==> src/logic/smld_pkg.sv <==
// Package of constants and types for the status and multiplicand load unit.
package smld_pkg;

    typedef enum logic [2:0] {
        SMLD_OP_RELOAD_ST0,
        SMLD_OP_RELOAD_ST1,
        SMLD_OP_MPCD_LOAD,
        SMLD_OP_MPCD_ACC,
        SMLD_OP_MPCD_MOVE,
        SMLD_OP_MPCD_PROD
    } smld_op_t;

    typedef struct packed {
        smld_op_t    op;
        logic        indirect;
        logic [6:0]  offset;
        logic [15:0] aux_addr;
        logic        next_valid;
        logic [2:0]  next_ptr;
    } smld_req_t;

    // Variants of the processor.
    localparam logic [1:0] SMLD_VAR_FULL    = 2'h0;
    localparam logic [1:0] SMLD_VAR_REDUCED = 2'h1;
    localparam logic [1:0] SMLD_VAR_MEMSEL  = 2'h2;

    // Status word zero fields.
    localparam int ST0_PTR_LSB   = 13;
    localparam int ST0_OV_BIT    = 12;
    localparam int ST0_SAT_BIT   = 11;
    localparam int ST0_ONE_BIT   = 10;
    localparam int ST0_INTERRUPT_MASK_MODE_BIT  = 9;
    localparam int ST0_PAGE_LSB  = 0;
    localparam logic [15:0] ST0_RESET = 16'h0600;

    // Status word one fields.
    localparam int ST1_BUF_LSB   = 13;
    localparam int ST1_CNF_BIT   = 12;
    localparam int ST1_ONE_BIT   = 8;
    localparam int ST1_CFGH_BIT  = 7;
    localparam int ST1_XF_BIT    = 4;
    localparam int ST1_PM_LSB    = 0;
    localparam logic [15:0] ST1_RESET    = 16'h0180;
    localparam logic [15:0] ST1_RED_ONES = 16'h0260;

    // Data memory map.
    localparam logic [15:0] MAP_MMR_TOP  = 16'h0005;
    localparam logic [15:0] MAP_B2_LO    = 16'h0060;
    localparam logic [15:0] MAP_B2_HI    = 16'h007F;
    localparam logic [15:0] MAP_B0_LO    = 16'h0200;
    localparam logic [15:0] MAP_B0_HI    = 16'h02FF;
    localparam logic [15:0] MAP_B1_HI    = 16'h03FF;

endpackage

==> src/logic/smld_unit.sv <==
// Execution unit for status word reloads and multiplicand register loads.
// Contract
// - Status zero reload replaces every field except interrupt mask mode.
// - Status zero reload never copies old pointer into pointer buffer.
// - Status zero reload ignores any next-pointer operand in indirect mode.
// - Memory-select variant keeps config selects in status one bits 12, 7.
// - Move load loads multiplicand and adds shifted product to accumulator.
// - Move load also writes the word to the next higher address.
// - Move works in blocks one, two, and zero when zero is data.
// - Move crosses block zero/one boundary; never external or mapped regs.
// - Move load on external memory acts as accumulate load.
// - Accumulate load loads multiplicand and adds shifted product.
// - Internal operand takes one cycle; external two plus wait states.
// - Repeated operations cost the single-operation time per repetition.
// - Pointer change by operand copies old pointer into pointer buffer.
// - Nine-bit page pointer and seven-bit offset form direct address.
module smld_unit
    import smld_pkg::*;
#(
    parameter logic [1:0] VARIANT = SMLD_VAR_FULL
) (
    // Clock and reset.
    input  wire logic        ref_clk,
    input  wire logic        rst,
    // Operation request.
    input  wire logic        op_valid,
    output logic             op_ready,
    input  wire smld_req_t   op_req,
    output logic             op_done,
    // Data memory read.
    output logic [15:0]      mem_raddr,
    output logic             mem_rd,
    input  wire logic [15:0] mem_rdata,
    input  wire logic        ext_wait,
    // Data memory write for the data move.
    output logic             mem_wr,
    output logic [15:0]      mem_waddr,
    output logic [15:0]      mem_wdata,
    // Multiplier and accumulator.
    input  wire logic [31:0] product,
    output logic [15:0]      multiplicand,
    output logic [31:0]      accumulator,
    // Status words and pins.
    output logic [15:0]      status_word_zero,
    output logic [15:0]      status_word_one,
    output logic             external_flag_pin
);

    typedef enum logic [0:0] {
        SMLD_IDLE,
        SMLD_EXT
    } smld_state_t;

    smld_state_t state_q;
    smld_state_t state_d;
    smld_req_t   req_q;
    logic [15:0] st0_q;
    logic [15:0] st0_d;
    logic [15:0] st1_q;
    logic [15:0] st1_d;
    logic [15:0] mpcd_q;
    logic [15:0] mpcd_d;
    logic [31:0] acc_q;
    logic [31:0] acc_d;
    logic        done_q;
    logic        wr_q;
    logic [15:0] waddr_q;
    logic [15:0] wdata_q;

    // Address formation for the request being started or finished.
    wire logic        idle      = (state_q == SMLD_IDLE);
    wire smld_req_t   cur_req   = idle ? op_req : req_q;
    wire logic [8:0]  page      = st0_q[ST0_PAGE_LSB +: 9];
    wire logic [15:0] dir_addr  = {page, cur_req.offset};
    wire logic [15:0] cur_addr  = cur_req.indirect ? cur_req.aux_addr
                                                   : dir_addr;
    wire logic        cur_ext   = (cur_addr > MAP_B1_HI);

    // Execution happens at the one internal cycle or at the end of waits.
    wire logic start    = idle & op_valid;
    wire logic fire_int = start & ~cur_ext;
    wire logic fire_ext = ~idle & ~ext_wait;
    wire logic fire     = fire_int | fire_ext;

    // Region decode for the data move.
    wire logic b0_data  = ~st1_q[ST1_CNF_BIT];
    wire logic in_b2    = (cur_addr >= MAP_B2_LO) & (cur_addr <= MAP_B2_HI);
    wire logic in_b0    = (cur_addr >= MAP_B0_LO) & (cur_addr <= MAP_B0_HI);
    wire logic in_b1    = (cur_addr > MAP_B0_HI) & (cur_addr <= MAP_B1_HI);
    wire logic in_mmr   = (cur_addr <= MAP_MMR_TOP);
    wire logic move_ok  = ~cur_ext & ~in_mmr
                        & (in_b1 | in_b2 | (in_b0 & b0_data));
    wire logic is_move  = (cur_req.op == SMLD_OP_MPCD_MOVE);
    wire logic do_move  = fire & is_move & move_ok;

    // Product shift selected by the product shift mode.
    wire logic [1:0]  pm_sel  = st1_q[ST1_PM_LSB +: 2];
    logic      [31:0] prod_sh;
    always_comb begin
        case (pm_sel)
            2'h1:    prod_sh = {product[30:0], 1'b0};
            2'h2:    prod_sh = {product[27:0], 4'h0};
            2'h3:    prod_sh = {{6{product[31]}}, product[31:6]};
            default: prod_sh = product;
        endcase
    end

    // Accumulate with overflow detection and optional saturation.
    wire logic [31:0] sum     = acc_q + prod_sh;
    wire logic        sum_ovf = (acc_q[31] == prod_sh[31])
                              & (sum[31] != acc_q[31]);
    wire logic        sat_on  = st0_q[ST0_SAT_BIT];
    wire logic [31:0] sat_val = acc_q[31] ? 32'h8000_0000 : 32'h7FFF_FFFF;
    wire logic [31:0] acc_sum = (sum_ovf & sat_on) ? sat_val : sum;

    // Next pointer handling for operations other than status zero reload.
    wire logic ptr_load = cur_req.indirect & cur_req.next_valid;

    // Status one value as loaded, with variant-fixed bits applied.
    logic [15:0] st1_load;
    always_comb begin
        st1_load = mem_rdata;
        st1_load[ST1_ONE_BIT] = 1'b1;
        if (VARIANT != SMLD_VAR_MEMSEL) begin
            st1_load[ST1_CFGH_BIT] = 1'b1;
        end
        if (VARIANT == SMLD_VAR_REDUCED) begin
            st1_load = st1_load | ST1_RED_ONES;
        end
    end

    always_comb begin
        st0_d  = st0_q;
        st1_d  = st1_q;
        mpcd_d = mpcd_q;
        acc_d  = acc_q;
        if (fire) begin
            case (cur_req.op)
                SMLD_OP_RELOAD_ST0: begin
                    st0_d = mem_rdata;
                    st0_d[ST0_INTERRUPT_MASK_MODE_BIT] = st0_q[ST0_INTERRUPT_MASK_MODE_BIT];
                    st0_d[ST0_ONE_BIT]  = 1'b1;
                    // Buffer untouched and next pointer ignored here.
                    st1_d = st1_q;
                end
                SMLD_OP_RELOAD_ST1: begin
                    st1_d = st1_load;
                    st0_d[ST0_PTR_LSB +: 3] =
                        st1_load[ST1_BUF_LSB +: 3];
                end
                SMLD_OP_MPCD_LOAD: begin
                    mpcd_d = mem_rdata;
                end
                SMLD_OP_MPCD_ACC,
                SMLD_OP_MPCD_MOVE: begin
                    mpcd_d = mem_rdata;
                    acc_d  = acc_sum;
                    if (sum_ovf) begin
                        st0_d[ST0_OV_BIT] = 1'b1;
                    end
                end
                SMLD_OP_MPCD_PROD: begin
                    mpcd_d = mem_rdata;
                    acc_d  = prod_sh;
                end
                default: begin
                    mpcd_d = mpcd_q;
                end
            endcase
            if (cur_req.op != SMLD_OP_RELOAD_ST0 && ptr_load) begin
                st1_d[ST1_BUF_LSB +: 3] = st0_d[ST0_PTR_LSB +: 3];
                st0_d[ST0_PTR_LSB +: 3] = cur_req.next_ptr;
            end
        end
    end

    always_comb begin
        state_d = state_q;
        case (state_q)
            SMLD_IDLE: begin
                if (start & cur_ext) begin
                    state_d = SMLD_EXT;
                end
            end
            SMLD_EXT: begin
                if (~ext_wait) begin
                    state_d = SMLD_IDLE;
                end
            end
            default: state_d = SMLD_IDLE;
        endcase
    end

    always_ff @(posedge ref_clk) begin
        if (rst) begin
            state_q <= SMLD_IDLE;
            req_q   <= '0;
            st0_q   <= ST0_RESET;
            st1_q   <= ST1_RESET;
            mpcd_q  <= 16'h0000;
            acc_q   <= 32'h0000_0000;
        end else begin
            state_q <= state_d;
            if (start) begin
                req_q <= op_req;
            end
            st0_q  <= st0_d;
            st1_q  <= st1_d;
            mpcd_q <= mpcd_d;
            acc_q  <= acc_d;
        end
    end

    // The move write follows the read by one cycle.
    always_ff @(posedge ref_clk) begin
        if (rst) begin
            done_q  <= 1'b0;
            wr_q    <= 1'b0;
            waddr_q <= 16'h0000;
            wdata_q <= 16'h0000;
        end else begin
            done_q <= fire;
            wr_q   <= do_move;
            if (do_move) begin
                waddr_q <= cur_addr + 16'h0001;
                wdata_q <= mem_rdata;
            end
        end
    end

    assign op_ready          = idle;
    assign op_done           = done_q;
    assign mem_raddr         = cur_addr;
    assign mem_rd            = start | ~idle;
    assign mem_wr            = wr_q;
    assign mem_waddr         = waddr_q;
    assign mem_wdata         = wdata_q;
    assign multiplicand      = mpcd_q;
    assign accumulator       = acc_q;
    assign status_word_zero  = st0_q;
    assign status_word_one   = st1_q;
    assign external_flag_pin = st1_q[ST1_XF_BIT];

endmodule

==> config.mk <==
export PLATFORM = sky130hd
export DESIGN_NAME = smld_unit
export DESIGN_NICKNAME = d
export VERILOG_FILES = /design/src/logic/smld_pkg.sv /design/src/logic/smld_unit.sv
export SDC_FILE = /design/constraint.sdc
export NUM_CORES = 1
export LEC_CHECK = 0
export BUFFER_PORTS_ARGS = -buffer_cell sky130_fd_sc_hd__buf_2
export CORE_MARGIN = 1
export CORE_UTILIZATION = 24
export DETAILED_ROUTE_END_ITERATION = 7
export HOLD_SLACK_MARGIN = 0.02
export MAX_ROUTING_LAYER = met4
export PLACE_DENSITY = 0.4
export SLEW_MARGIN = 20
export SYNTH_ARGS = -nofsm -noshare
export SYNTH_HDL_FRONTEND = slang
export SYNTH_SLANG_ARGS = --single-unit
==> constraint.sdc <==
create_clock -name ref_clk -period 8.15 [get_ports ref_clk]
set_clock_uncertainty 0.2 [all_clocks]
set_input_delay 1.63 -clock ref_clk [delete_from_list [all_inputs] [get_ports ref_clk]]
set_output_delay 1.63 -clock ref_clk [all_outputs]
set_load 0.01 [all_outputs]
==> impl_metrics.env <==
export IMPL_async_flop_share_pct=0
export IMPL_initial_core_util_pct=24.31
export IMPL_synth_enable_flop_cells=0
export IMPL_drc_errors=0
export IMPL_ys_warn_count=0
export IMPL_antenna_found_initial=7
export IMPL_r2r_end="accumulator[22]$_SDFFE_PP0P_"
export IMPL_firstDrtPassIters=4
export IMPL_setup_worst_path_start="product[1]"
export IMPL_max_vdd_ir_drop_mv=0.1208
export IMPL_grt_use_total_pct=17.96
export IMPL_slew_viol_final=0
export IMPL_syn_area_per_cell_um2=8.389
export IMPL_cts_made_buffers=17
export IMPL_cts_resized=0
export IMPL_num_rows=70
export IMPL_vias_per_cell=4.993
export IMPL_hold_path_class="flop to flop"
export IMPL_htreeDepth=4
export IMPL_cts_hold_buf=0
export IMPL_reg2reg_depth=11
export IMPL_tightestPinTransition_ps=1096
export IMPL_die_area_um2=37680
export IMPL_p_total_mw=1.915
export IMPL_clockBufferDepth=2
export IMPL_grt_pass1_wl_um=50940
export IMPL_grt_pass1_vias=8285
export IMPL_rsz0062_at_grt="no"
export IMPL_antenna_left=0
export IMPL_startpoint_type="input port"
export IMPL_max_stage_delay_ps=680
export IMPL_ys_types=76
export IMPL_regToRegSetupSlack_ps=3430
export IMPL_max_cap_violations=0
export IMPL_finalSetupViolCount=0
export IMPL_period_needed_ps=5203
export IMPL_crit_path_frequent_cell="a41oi_1"
export IMPL_drive_gt1_share_pct=24.88
export IMPL_synth_ff_type="dfxtp_1"
export IMPL_post_cts_buffers=0
export IMPL_finalHoldViolations=0
export IMPL_detailedPlace_worstSlack_ps=2466
export IMPL_ys_seq_area_share_pct=32.09
export IMPL_first_iter_violations=482
export IMPL_die_h_um=194.1
export IMPL_vias=8553
export IMPL_cts_sinks=142
export IMPL_fmax_mhz=192.2
export IMPL_die_x_um=194.1
export IMPL_grt_overflow_total=0
export IMPL_cts_tree="yes"
export IMPL_routed_wirelength_um=32930
export IMPL_portBuffers=211
export IMPL_ios=216
export IMPL_cp_endpoint="accumulator[29]$_SDFFE_PP0P_"
export IMPL_slowest_stage="o311ai_0"
export IMPL_path_max_fanout=6
export IMPL_total_leakage_power_nw=4.678
export IMPL_nets=1342
export IMPL_syn_area_um2=8858
export IMPL_cp_end_kind="flop"
export IMPL_arrival_ps=5290
export IMPL_regToRegStartpoint="status_word_one[1]$_SDFFE_PP0P_"
export IMPL_fillCellCount=3946
export IMPL_setup_tns_ps=0
export IMPL_root_buffer="clkbuf_16"
export IMPL_power_density_nw_per_um2=177.1
export IMPL_clk_pin_slew_ps=70
export IMPL_post_drt_wl_per_cell_um=19.23
export IMPL_grt_max_degree=76
export IMPL_clk_latency_ps=440
export IMPL_cp_cell_sequence="buf_2 -> nand2b_1 -> o21ai_0 -> ha_1 -> a211oi_1 -> o211ai_1 -> a21o_1 -> o311ai_0 -> a41oi_1 -> a2111o_1 -> a41oi_1 -> nor3_1"
export IMPL_critical_path_class="input port to flop"
export IMPL_syn_inst=1056
export IMPL_slew_headroom_pct=26.81
export IMPL_crit_required_ps=8230
export IMPL_ys_seq_elements=142
export IMPL_place_gp_congestion=0.8636
export IMPL_outcome="finished clean"
export IMPL_coreArea_um2=36430
export IMPL_detailed_place_hpwl_um=24220
export IMPL_area_growth_pct=22.02
export IMPL_min_period_over_period_pct=63.84
export IMPL_setup_ws_ps=2947
## layout by cell type, fill, tap and decap left out, drive strengths merged, types with 21 or more instances in the layout
master / count
o21ai: 39
a21oi: 118
nand2: 160
buf: 220
mux2i: 48
nor2: 123
mux4: 34
ha: 33
dfxtp: 142
inv: 26
xnor2: 21
## flip-flops by register name, summed over array words and instances (netlist names)
signal,cells
accumulator,32
mem_waddr,16
mem_wdata,16
mem_wr,1
multiplicand,16
op_done,1
req_q,31
state_q,1
status_word_one,14
status_word_zero,14
## cell usage after synthesis, types with 15 or more instances
library cell  count  share of area [%]
mux4_2           34                8.6
dfxtp_1         142                 32
mux2i_1          47                5.3
a21o_1           16                1.4
clkbuf_1         34                1.4
a211oi_1         15                1.3
nor2_1          122                5.2
nor3_1           16               0.90
xnor2_1          21                2.1
buf_2            16               0.90
ha_1             33                4.7
nand2_1         159                6.7
a21oi_1         118                6.7
o21ai_0          37                2.1
inv_1            20               0.85
## through the flow
| step | hold slack (ps) | utilization, % | std cells | instance area, um^2 |
|---|---|---|---|---|
| 2_1_floorplan | 232.9 | - | 1059 | 8870 |
| 3_3_place_gp | 238.2 | 28.08 | 1674 | 10230 |
| 3_5_place_dp | 241.4 | 28.09 | 1674 | 10240 |
| 4_1_cts | 253.8 | 29.60 | 1706 | 10790 |
| 5_1_grt | 269.6 | 29.67 | 1713 | 10810 |
| 6_report | 249.8 | 29.67 | 1713 | 10810 |
## final cells by class
class | count | area (um^2) | share of cell area (%)
diodes | 7 | 17.52 | 0.1621
clock buffers | 20 | 446.7 | 4.132
clock inverters | 12 | 102.6 | 0.9492
inverters | 20 | 75.07 | 0.6945
multi-input cells | 824 | 5610 | 51.90
flip-flops and latches | 142 | 2845 | 26.32
well taps | 468 | 585.6 | 5.417
repair buffers | 220 | 1126 | 10.42
## cell families (layout without fill, tap and decap cells)
group / after synthesis / count (layout) / share of synthesized area, %
AOI/OAI and AO/OA: 280 / 280 / 20.51
xor gates and xnor gates: 34 / 34 / 3.362
adders and majority gates: 34 / 34 / 4.887
buffers and inverters: 93 / 272 / 4.859
DFF: 142 / 142 / 32.09
muxes: 85 / 85 / 14.59
other: 1 / 11 / 0.04233
and+or+nand+nor: 387 / 387 / 19.66
## report_power, final
group | leakage, nW | internal, mW | switching, mW
Combinational | 3.26 | 0.157 | 0.253
Clock | 0.262 | 0.406 | 0.354
Sequential | 1.15 | 0.722 | 0.0231
## per-layer routing
metal  GRT usage, %  share of wire (%)  vias to the layer above
li1               -                  -                     4170
met1          23.40                 47                     4133
met2          27.79                 46                      233
met3          4.696                5.7                       17
met4          3.821               0.89                        0
met5              -                  0                        -
## worst min-delay path by stage
stage / startpoint / end / slack, ps / cells after the start
after floorplan: req_q[11]$_SDFFE_PP0P_ / req_q[11]$_SDFFE_PP0P_ / 230 / 2
after global placement: req_q[25]$_SDFFE_PP0P_ / req_q[25]$_SDFFE_PP0P_ / 240 / 2
after detailed placement: mem_waddr[15]$_SDFFE_PP0P_ / mem_waddr[15]$_SDFFE_PP0P_ / 240 / 1
after CTS: req_q[23]$_SDFFE_PP0P_ / req_q[23]$_SDFFE_PP0P_ / 250 / 2
after global routing: req_q[1]$_SDFFE_PP0P_ / req_q[1]$_SDFFE_PP0P_ / 270 / 2
final: mem_wdata[13]$_SDFFE_PP0P_ / mem_wdata[13]$_SDFFE_PP0P_ / 250 / 2
## critical path: cells and delay by family
family                   cells  cell delay (ps)
adder cells (fa/ha/maj)      1              380
AND/OR/NAND/NOR              2              120
buffers and inverters        1               90
AO/OA/AOI/OAI                8             3060
No activity file was read; power rests on OpenSTA's default activity.
